--- src/logic/ata_cmd_consts.svh ---
// Offsets, field positions, codes and timing counts of the ATA command block.
`ifndef ATA_CMD_CONSTS_SVH
`define ATA_CMD_CONSTS_SVH

// Register indexes; the byte address on the bus is four times the index.
`define IDX_DATA       10'h1F0
`define IDX_ERROR      10'h1F1
`define IDX_SECCNT     10'h1F2
`define IDX_SECNUM     10'h1F3
`define IDX_CYLLO      10'h1F4
`define IDX_CYLHI      10'h1F5
`define IDX_DRVHEAD    10'h1F6
`define IDX_CMDSTAT    10'h1F7
`define IDX_ID47       10'h1E0
`define IDX_ID59       10'h1E1
`define IDX_DEVCTL     10'h3F6

// Command codes.
`define CMD_SET_MULT   8'hC6
`define CMD_DIAG       8'h90
`define CMD_FMT_TRACK  8'h50

// Status and device-control bit positions.
`define ST_BSY         7
`define ST_DRDY        6
`define ST_DSC         4
`define ST_DRQ         3
`define ST_ERR         0
`define DEVCTL_SRST    2

// Error and diagnostic codes.
`define ERR_ABORT      8'h04
`define DIAG_OK        8'h01
`define DIAG_BUF_ERR   8'h03
`define DIAG_ROM_ERR   8'h05
`define DIAG_DEV1_FAIL 8'h80

// Identify words.
`define ID47_VALUE     16'h8010
`define ID59_ENABLED   8'h01

// Parameter block of 512 bytes moved as 16-bit words.
`define PARAM_WORDS    256
`define PARAM_LAST     8'hFF

// Timing.
`define CLK_HZ         25000000
`define PDIAG_WAIT_S   5

`endif

--- src/logic/ata_cmd_pkg.sv ---
// Types of the ATA command block: sequencer states and the state record.
package ata_cmd_pkg;

    typedef enum logic [2:0] {
        ST_IDLE     = 3'b000,
        ST_SET_MULT = 3'b001,
        ST_DIAG_RUN = 3'b011,
        ST_DIAG_WT  = 3'b010,
        ST_FMT_XFER = 3'b110,
        ST_FMT_DONE = 3'b111
    } state_e;

    typedef struct packed {
        state_e      state;
        logic        bsy;
        logic        drq;
        logic        err;
        logic        intrq;
        logic        mult_en;
        logic [7:0]  mult_cnt;
        logic [7:0]  error;
        logic [7:0]  feat;
        logic [7:0]  sc;
        logic [7:0]  sn;
        logic [7:0]  cl;
        logic [7:0]  ch;
        logic [7:0]  dh;
        logic        srst;
        logic [7:0]  self_code;
        logic [31:0] wait_cnt;
        logic [7:0]  wptr;
        logic        ack;
        logic [31:0] rdat;
        logic        st_start;
    } core_s;

endpackage

--- src/logic/ata_cmd_core.sv ---
// Task-file command engine for block-count setup, diagnostic and track format.
`timescale 1ns/1ps
`default_nettype none
`include "ata_cmd_consts.svh"
module ata_cmd_core
    import ata_cmd_pkg::*;
#(
    parameter int unsigned PDIAG_WAIT_CYC = `PDIAG_WAIT_S * `CLK_HZ
) (
    input  wire logic        clk_i,
    input  wire logic        rst_i,
    input  wire logic        ce_i,
    input  wire logic        cyc_i,
    input  wire logic        stb_i,
    input  wire logic        we_i,
    input  wire logic [11:0] adr_i,
    input  wire logic [3:0]  sel_i,
    input  wire logic [31:0] dat_i,
    output var  logic [31:0] dat_o,
    output var  logic        ack_o,
    output var  logic        intrq_o,
    output var  logic        selftest_start_o,
    input  wire logic        selftest_done_i,
    input  wire logic [7:0]  selftest_code_i,
    input  wire logic        dev1_present_i,
    input  wire logic        pdiag_n_i
);

    core_s       s_ff;
    core_s       nxt_s;
    logic [15:0] buf_rdata;
    logic        buf_we;
    logic [9:0]  idx;
    logic        req;
    logic        wr;
    logic        rd;
    logic        idle;
    logic        srst_rise;
    logic [7:0]  status;
    logic [15:0] id59;

    // Besides zero, only these four block counts are accepted by the setup command.
    function automatic logic count_ok(input logic [7:0] cnt);
        count_ok = (cnt == 8'h02) || (cnt == 8'h04) ||
                   (cnt == 8'h08) || (cnt == 8'h10);
    endfunction

    // Bus decode; a request is taken once and answered in the next cycle.
    assign idx  = adr_i[11:2];
    assign req  = cyc_i && stb_i && !s_ff.ack;
    assign wr   = req && we_i;
    assign rd   = req && !we_i;
    assign idle = (s_ff.state == ST_IDLE) && !s_ff.bsy && !s_ff.drq;

    // Status byte and the live identify word.
    assign status = {s_ff.bsy, !s_ff.bsy, 1'b0, 1'b1, s_ff.drq, 2'b00, s_ff.err};
    assign id59   = s_ff.mult_en ? {`ID59_ENABLED, s_ff.mult_cnt} : 16'h0000;

    // Each finished parameter word goes straight into the buffer.
    assign buf_we = wr && sel_i[0] && sel_i[1] && (idx == `IDX_DATA) &&
                    (s_ff.state == ST_FMT_XFER) && s_ff.drq;

    param_buffer u_param_buffer (
        .clk_i   (clk_i),
        .ce_i    (ce_i),
        .we_i    (buf_we),
        .waddr_i (s_ff.wptr),
        .wdata_i (dat_i[15:0]),
        .raddr_i (s_ff.wptr),
        .rdata_o (buf_rdata)
    );

    // Next-state logic: bus side first, then the sequencer, then soft reset.
    always_comb begin
        nxt_s          = s_ff;
        nxt_s.ack      = 1'b0;
        nxt_s.st_start = 1'b0;
        srst_rise      = 1'b0;

        if (req) begin
            nxt_s.ack = 1'b1;
            unique case (idx)
                `IDX_DATA:    nxt_s.rdat = {16'h0000, buf_rdata};
                `IDX_ERROR:   nxt_s.rdat = {24'h000000, s_ff.error};
                `IDX_SECCNT:  nxt_s.rdat = {24'h000000, s_ff.sc};
                `IDX_SECNUM:  nxt_s.rdat = {24'h000000, s_ff.sn};
                `IDX_CYLLO:   nxt_s.rdat = {24'h000000, s_ff.cl};
                `IDX_CYLHI:   nxt_s.rdat = {24'h000000, s_ff.ch};
                `IDX_DRVHEAD: nxt_s.rdat = {24'h000000, s_ff.dh};
                `IDX_CMDSTAT: nxt_s.rdat = {24'h000000, status};
                `IDX_ID47:    nxt_s.rdat = {16'h0000, `ID47_VALUE};
                `IDX_ID59:    nxt_s.rdat = {16'h0000, id59};
                `IDX_DEVCTL:  nxt_s.rdat = {29'h0000000, s_ff.srst, 2'b00};
                default:      nxt_s.rdat = 32'h00000000;
            endcase
        end

        // Reading status acknowledges the interrupt; a later set still wins.
        if (rd && (idx == `IDX_CMDSTAT)) begin
            nxt_s.intrq = 1'b0;
        end

        // Task-file writes are ignored while a command owns the registers.
        if (wr && sel_i[0] && idle) begin
            unique case (idx)
                `IDX_ERROR:   nxt_s.feat = dat_i[7:0];
                `IDX_SECCNT:  nxt_s.sc   = dat_i[7:0];
                `IDX_SECNUM:  nxt_s.sn   = dat_i[7:0];
                `IDX_CYLLO:   nxt_s.cl   = dat_i[7:0];
                `IDX_CYLHI:   nxt_s.ch   = dat_i[7:0];
                `IDX_DRVHEAD: nxt_s.dh   = dat_i[7:0];
                default: ;
            endcase
        end

        // The device-control register stays writable so a hung command can be reset.
        if (wr && sel_i[0] && (idx == `IDX_DEVCTL)) begin
            nxt_s.srst = dat_i[`DEVCTL_SRST];
        end

        // Command dispatch; the device-select bit is not looked at.
        if (wr && sel_i[0] && idle && (idx == `IDX_CMDSTAT)) begin
            nxt_s.err = 1'b0;
            unique case (dat_i[7:0])
                `CMD_SET_MULT: begin
                    nxt_s.state = ST_SET_MULT;
                    nxt_s.bsy   = 1'b1;
                end
                `CMD_DIAG: begin
                    nxt_s.state    = ST_DIAG_RUN;
                    nxt_s.bsy      = 1'b1;
                    nxt_s.st_start = 1'b1;
                end
                `CMD_FMT_TRACK: begin
                    nxt_s.state = ST_FMT_XFER;
                    nxt_s.drq   = 1'b1;
                    nxt_s.wptr  = 8'h00;
                end
                default: begin
                    nxt_s.err   = 1'b1;
                    nxt_s.error = `ERR_ABORT;
                    nxt_s.intrq = 1'b1;
                end
            endcase
        end

        // Sequencer.
        unique case (s_ff.state)
            ST_IDLE: ;
            ST_SET_MULT: begin
                if (count_ok(s_ff.sc)) begin
                    nxt_s.mult_en  = 1'b1;
                    nxt_s.mult_cnt = s_ff.sc;
                end else if (s_ff.sc == 8'h00) begin
                    nxt_s.mult_en = 1'b0;
                end else begin
                    nxt_s.mult_en = 1'b0;
                    nxt_s.err     = 1'b1;
                    nxt_s.error   = `ERR_ABORT;
                end
                nxt_s.bsy   = 1'b0;
                nxt_s.intrq = 1'b1;
                nxt_s.state = ST_IDLE;
            end
            ST_DIAG_RUN: begin
                if (selftest_done_i) begin
                    nxt_s.self_code = selftest_code_i;
                    nxt_s.wait_cnt  = 32'h00000000;
                    if (dev1_present_i) begin
                        nxt_s.state = ST_DIAG_WT;
                    end else begin
                        nxt_s.error = selftest_code_i;
                        nxt_s.state = ST_IDLE;
                    end
                end
            end
            ST_DIAG_WT: begin
                // A pass signal from the second device ends the wait early.
                if (!pdiag_n_i) begin
                    nxt_s.error = s_ff.self_code;
                    nxt_s.state = ST_IDLE;
                end else if (s_ff.wait_cnt == PDIAG_WAIT_CYC - 1) begin
                    nxt_s.error = s_ff.self_code | `DIAG_DEV1_FAIL;
                    nxt_s.state = ST_IDLE;
                end else begin
                    nxt_s.wait_cnt = s_ff.wait_cnt + 32'h00000001;
                end
            end
            ST_FMT_XFER: begin
                if (buf_we) begin
                    nxt_s.wptr = s_ff.wptr + 8'h01;
                    if (s_ff.wptr == `PARAM_LAST) begin
                        nxt_s.drq   = 1'b0;
                        nxt_s.bsy   = 1'b1;
                        nxt_s.state = ST_FMT_DONE;
                    end
                end
            end
            ST_FMT_DONE: begin
                nxt_s.bsy   = 1'b0;
                nxt_s.intrq = 1'b1;
                nxt_s.state = ST_IDLE;
            end
            default: nxt_s.state = ST_IDLE;
        endcase

        // Common diagnostic ending: fixed task-file image, busy off, interrupt.
        if ((s_ff.state inside {ST_DIAG_RUN, ST_DIAG_WT}) && (nxt_s.state == ST_IDLE)) begin
            nxt_s.bsy   = 1'b0;
            nxt_s.intrq = 1'b1;
            nxt_s.err   = 1'b0;
            nxt_s.dh    = 8'h00;
            nxt_s.ch    = 8'h00;
            nxt_s.cl    = 8'h00;
            nxt_s.sn    = 8'h01;
            nxt_s.sc    = 8'h01;
        end

        // Soft reset aborts work but deliberately leaves multiple mode alone.
        if (nxt_s.srst && !s_ff.srst) begin
            srst_rise   = 1'b1;
            nxt_s.state = ST_IDLE;
            nxt_s.bsy   = 1'b0;
            nxt_s.drq   = 1'b0;
            nxt_s.err   = 1'b0;
            nxt_s.intrq = 1'b0;
            nxt_s.error = `DIAG_OK;
        end
    end

    // State register; clock enable low freezes everything except reset.
    always_ff @(posedge clk_i) begin
        if (rst_i) begin
            s_ff       <= '0;
            s_ff.error <= `DIAG_OK;
        end else if (ce_i) begin
            s_ff <= nxt_s;
        end
    end

    assign dat_o            = s_ff.rdat;
    assign ack_o            = s_ff.ack;
    assign intrq_o          = s_ff.intrq;
    assign selftest_start_o = s_ff.st_start;

    // Sequencing checks; a soft reset in the same cycle overrides them on purpose.
    a_busy_drq_excl: assert property (@(posedge clk_i) disable iff (rst_i)
        !(s_ff.bsy && s_ff.drq))
        else $error("busy and drq set together");

    a_setmul_store: assert property (@(posedge clk_i) disable iff (rst_i)
        (s_ff.state == ST_SET_MULT && ce_i && count_ok(s_ff.sc) && !srst_rise)
        |=> (s_ff.mult_en && s_ff.mult_cnt == $past(s_ff.sc) && !s_ff.err))
        else $error("good block count not stored");

    a_setmul_abort: assert property (@(posedge clk_i) disable iff (rst_i)
        (s_ff.state == ST_SET_MULT && ce_i && !count_ok(s_ff.sc) && s_ff.sc != 8'h00
         && !srst_rise)
        |=> (!s_ff.mult_en && s_ff.err && s_ff.error == `ERR_ABORT))
        else $error("bad block count not aborted");

    a_setmul_zero: assert property (@(posedge clk_i) disable iff (rst_i)
        (s_ff.state == ST_SET_MULT && ce_i && s_ff.sc == 8'h00 && !srst_rise)
        |=> (!s_ff.mult_en && !s_ff.err))
        else $error("zero count did not disable");

    a_setmul_done: assert property (@(posedge clk_i) disable iff (rst_i)
        (s_ff.state == ST_SET_MULT && ce_i && !srst_rise)
        |=> (!s_ff.bsy && s_ff.intrq && s_ff.state == ST_IDLE))
        else $error("setup did not complete");

    a_srst_keeps: assert property (@(posedge clk_i) disable iff (rst_i)
        (srst_rise && ce_i)
        |=> (s_ff.mult_en == $past(s_ff.mult_en) && s_ff.mult_cnt == $past(s_ff.mult_cnt)))
        else $error("soft reset changed multiple mode");

    a_pdiag_timeout: assert property (@(posedge clk_i) disable iff (rst_i)
        (s_ff.state == ST_DIAG_WT && ce_i && pdiag_n_i && !srst_rise &&
         s_ff.wait_cnt == PDIAG_WAIT_CYC - 1)
        |=> (s_ff.error == ($past(s_ff.self_code) | `DIAG_DEV1_FAIL) && s_ff.intrq
             && !s_ff.bsy))
        else $error("second device timeout not reported");

    a_id59_read: assert property (@(posedge clk_i) disable iff (rst_i)
        (rd && ce_i && idx == `IDX_ID59 && s_ff.mult_en)
        |=> (ack_o && dat_o == {16'h0000, `ID59_ENABLED, $past(s_ff.mult_cnt)}))
        else $error("identify word 59 wrong");

    a_fmt_last: assert property (@(posedge clk_i) disable iff (rst_i)
        (buf_we && ce_i && s_ff.wptr == `PARAM_LAST && !srst_rise)
        |=> (s_ff.bsy && !s_ff.drq) ##1 (!ce_i || (!s_ff.bsy && s_ff.intrq)))
        else $error("format block end sequence wrong");

    a_diag_alone: assert property (@(posedge clk_i) disable iff (rst_i)
        (s_ff.state == ST_DIAG_RUN && ce_i && selftest_done_i && !dev1_present_i
         && !srst_rise)
        |=> (s_ff.error == $past(selftest_code_i) && s_ff.intrq && !s_ff.bsy))
        else $error("own diagnostic result not reported");

    a_diag_pass: assert property (@(posedge clk_i) disable iff (rst_i)
        (s_ff.state == ST_DIAG_WT && ce_i && !pdiag_n_i && !srst_rise)
        |=> (s_ff.error == $past(s_ff.self_code) && s_ff.intrq && !s_ff.bsy))
        else $error("second device pass not honoured");

    a_fmt_start: assert property (@(posedge clk_i) disable iff (rst_i)
        (wr && ce_i && sel_i[0] && idle && idx == `IDX_CMDSTAT &&
         dat_i[7:0] == `CMD_FMT_TRACK && !srst_rise)
        |=> (s_ff.drq && !s_ff.bsy && s_ff.wptr == 8'h00))
        else $error("format did not raise drq");

endmodule
`default_nettype wire

--- src/logic/param_buffer.sv ---
// Word buffer that receives the track-format parameter block.
`timescale 1ns/1ps
`default_nettype none
module param_buffer (
    input  wire logic        clk_i,
    input  wire logic        ce_i,
    input  wire logic        we_i,
    input  wire logic [7:0]  waddr_i,
    input  wire logic [15:0] wdata_i,
    input  wire logic [7:0]  raddr_i,
    output var  logic [15:0] rdata_o
);

    logic [15:0] mem_ff [0:255];

    // Read data leave through a register so the caller sees a flop output.
    always_ff @(posedge clk_i) begin
        if (ce_i) begin
            if (we_i) begin
                mem_ff[waddr_i] <= wdata_i;
            end
            rdata_o <= mem_ff[raddr_i];
        end
    end

endmodule
`default_nettype wire

--- config.mk ---
export PLATFORM = sky130hd
export DESIGN_NAME = ata_cmd_core
export DESIGN_NICKNAME = d
export VERILOG_FILES = /design/src/logic/ata_cmd_pkg.sv /design/src/logic/ata_cmd_core.sv /design/src/logic/param_buffer.sv
export VERILOG_INCLUDE_DIRS = /design/src /design/src/logic
export SDC_FILE = /design/constraint.sdc
export NUM_CORES = 2
export LEC_CHECK = 0
export BUFFER_PORTS_ARGS = -buffer_cell sky130_fd_sc_hd__buf_2
export CORE_UTILIZATION = 55
export DETAILED_ROUTE_END_ITERATION = 6
export PLACE_DENSITY = 0.74
export SLEW_MARGIN = 30
export SYNTH_ARGS = -nofsm -noshare
export SYNTH_HDL_FRONTEND = slang
export SYNTH_SLANG_ARGS = --single-unit
--- constraint.sdc ---
create_clock -name clk_i -period 4.8 [get_ports clk_i]
set_input_delay 0.96 -clock clk_i [delete_from_list [all_inputs] [get_ports clk_i]]
set_output_delay 0.96 -clock clk_i [all_outputs]
set_load 0.005 [all_outputs]
==> key figures <==
Final layout
  • Final non-filler cell total: 12410
  • Multi-input logic area: 35670 sq um
  • Filler cell count: 18810
  • Nets: 8206
  • Reg area: 126100 sq um
  • Area growth, synth to finish: 14.03%
  • Share of cells above drive strength 1: 0.3028

Global route
  • Pin count of the biggest net entering global routing: 158
  • Initial antenna violation count: 34
  • Overall Global Routing Usage: 0.3012
  • First-pass GRT wire length: 631700 um
  • Vias in the first global route: 83810
  • Overflow after GRT: 0

Drt
  • Drt drc: 2
  • ANT nets after route: 0
  • Final wirelength: 452400 um
  • Drt wl/cell: 36.45 um
  • Initial DRC Count: 13590
  • Drt first pass iters: 7
  • Vias per inst: 6.803
  • Vias: 84430

Clock network
  • CTS Hold Bufs: 0
  • Htree depth: 5
  • Post-CTS Setup Inserts: 0
  • CTS tree: yes
  • CTS Buffer Depth: 4
  • Post-CTS Resized: 0
  • Clock slew at reported path FFs: 0.07 ns
  • Total CTS buffers: 413
  • Clock Tree Root: clkbuf_16
  • CTS Sinks: 4243
  • Worst-skew pair later-pin latency: 1.02 ns

Place
  • Placed Cells: 11630
  • Dpl hpwl: 278500 um
  • Port buffer count: 63
  • RePlAce Congestion: 0.9934

Worst setup path
  • WP buf/inv: 5
  • CP top delay family: buffers and inverters
  • Worst Path Class, Setup: flop to flop
  • CP arrival: 5.12 ns
  • CP Max Fanout: 20
  • Critical path capture point type: flop
  • Startpoint Class: flop
  • Req. time, crit path: 5.55 ns
  • Critical Path Max Stage Delay: 0.83 ns
  • Crit-path most repeated cell: buf_4
  • Crit path cell chain: buf_12 > buf_12 > buf_4 > buf_4 > mux4_2 > a22oi_1 > a21oi_1 > nor4_1 > buf_4 > o22ai_1 > or2_1
  • CP max-delay cell: nor4_1

Power and ir drop
  • Total chip power: 73.25 mW
  • Power Density: 392.2 nW/um^2
  • Leakage: 58.69 nW
  • Peak supply drop: 0.3518 mV

Yosys
  • Ys async rst share: 0
  • Post-synth EDFFs: 4112
  • Post-synthesis sequential area ratio: 0.7700
  • #FFs+latches synth: 4243
  • Synth Area per Inst: 22.14 sq um
  • Yosys warns: 0
  • Count of different cell masters after synthesis: 77
  • Post-Syn Area: 163800 sq um
  • Mapped Cells: 7398
  • Synth Flop Type: edfxtp_1

STA
  • # setup viols final: 0
  • Clk_skew: 0.09621 ns
  • Final period util: 0.9099
  • Unrepaired setup endpoints after global routing: no
  • Fmax achieved: 229.0 MHz
  • Slew margin rel.: 0.1529
  • Final-report hold violation count: 0
  • Fin Hold WS: 0.2320 ns
  • Slew Viols, Final: 0
  • Worst-margin pin slew: 1.271 ns
  • Setup TNS: 0 ns
  • Clock period minus worst slack: 4.367 ns

Job
  • Max_cap viols: 0

Floorplanning
  • Die width: 547.7 um
  • Rows: 199
  • Die footprint: 299900 sq um
  • Die height: 547.7 um
  • Starting Density: 0.5550
  • # IOs: 100
  • Core Region: 295100 sq um

Hold path
  • Worst hold path class: primary input to flop

Status
  • Status: finished with violations
  • Failing checks: design-rule violations
-- stage by stage --
stage	worst slack (ns)	area (sq um)	utilization
after floorplan	0.8980	163800	-
after global placement	0.2840	173200	0.5869
after detailed placement	0.2534	173200	0.5870
after CTS	0.5245	186500	0.6320
after global routing	0.4095	186700	0.6328
final	0.4325	186700	0.6329
-- cell usage after synthesis (13+ instances only) --
cell type | n | share of area
mux2i_1 | 198 | 0.012
buf_4 | 74 | 0.0034
nor2b_1 | 17 | 0.00065
nand4_1 | 19 | 0.00073
or3_1 | 16 | 0.00061
buf_1 | 35 | 0.00080
inv_1 | 31 | 0.00071
nor3_1 | 27 | 0.00083
nand3_1 | 42 | 0.0013
o21ai_0 | 27 | 0.00083
a22oi_1 | 123 | 0.0056
edfxtp_1 | 4112 | 0.75
nor2_1 | 326 | 0.0075
a21oi_1 | 90 | 0.0028
o22ai_1 | 91 | 0.0035
buf_2 | 113 | 0.0035
a221oi_1 | 15 | 0.00080
and3_1 | 16 | 0.00061
a211oi_1 | 19 | 0.00087
a22o_1 | 44 | 0.0024
o32ai_1 | 23 | 0.0012
mux4_2 | 1139 | 0.16
dfxtp_1 | 131 | 0.016
nor4_1 | 30 | 0.0011
xnor2_1 | 13 | 0.00070
nand2_1 | 172 | 0.0039
clkbuf_1 | 220 | 0.0050
and2_1 | 25 | 0.00096
-- cells in the final DEF, fill, tap and decap left out, types with 44 or more instances in the layout --
cell,synthesis,final
edfxtp_1,4112,4112
mux4_2,1139,1139
buf_4,74,627
clkbuf_16,0,417
nor2_1,326,276
mux2i_1,198,197
nand2_1,172,160
dfxtp_1,131,124
a22oi_1,123,123
clkinv_1,2,112
o22ai_1,91,90
a21oi_1,90,86
clkbuf_1,220,81
clkinv_2,0,62
buf_12,0,61
nor2_2,0,49
buf_2,113,47
a22o_1,44,44
-- report_power, final --
group / leakage, nW / switching [mW] / internal, mW
clock: 6.43 / 14.0 / 17.8
combinational: 14.2 / 0.729 / 0.0998
sequential: 38.0 / 0.0104 / 40.6
-- sequential cells by signal, summed over array words and instances, names as in the netlist --
signal,flops
u_param_buffer.mem_ff,4096
s_ff,112
dat_o,16
u_param_buffer.rdata_o,16
ack_o,1
intrq_o,1
selftest_start_o,1
-- cell type report --
type                       instances  share of cell area
clock buffer                     505             0.05798
antenna                           18           0.0002412
sequential                      4243              0.6754
clock inverter                   248             0.01307
multi-input combinational       2684              0.1910
inverter                          33           0.0007035
tap                             3919             0.02626
timing repair buffer             761             0.03534
-- cell families (layout without fill, tap and decap cells) --
kind of cell    Yosys count  count (layout)  share of synthesized area
fa+ha+maj                 5               5                  0.0003820
other cells               1              34                 0.00002290
xor+xnor                 19              19                   0.001016
mux                    1340            1340                     0.1690
compound gates          522             522                    0.02263
flops                  4243            4243                     0.7700
simple gates            782             782                    0.02280
buf+inv                 486            1547                    0.01417
-- per-layer routing --
layer	track usage	vias to the layer above	wire, um
met5	0	-	124
met4	0.1612	20	27500
met3	0.08684	1080	58320
met2	0.4602	6271	210100
met1	0.3961	44240	156400
li1	-	32820	-
-- tightest hold or removal path: cells and delay by family --
kind | cells | cell delay, ns
buf+inv | 1 | 0.09
mux | 1 | 0.06
simple gates | 1 | 0.07
-- path summary, 6_finish.rpt --
check / from / cells past startpoint / end / slack (ns)
worst max-delay path: s_ff[34]$_SDFFE_PP0P_ / 11 / u_param_buffer.rdata_o[7]$_DFFE_PP_ / 0.43
worst min-delay path: selftest_code_i[2] / 3 / s_ff[76]$_SDFFE_PP0P_ / 0.23
worst max register to register: s_ff[34]$_SDFFE_PP0P_ / 11 / u_param_buffer.rdata_o[7]$_DFFE_PP_ / 0.43
worst min register to register: dat_o[13]$_SDFFE_PP0P_ / 2 / dat_o[13]$_SDFFE_PP0P_ / 0.46
Power figures use the tool's default switching activity.
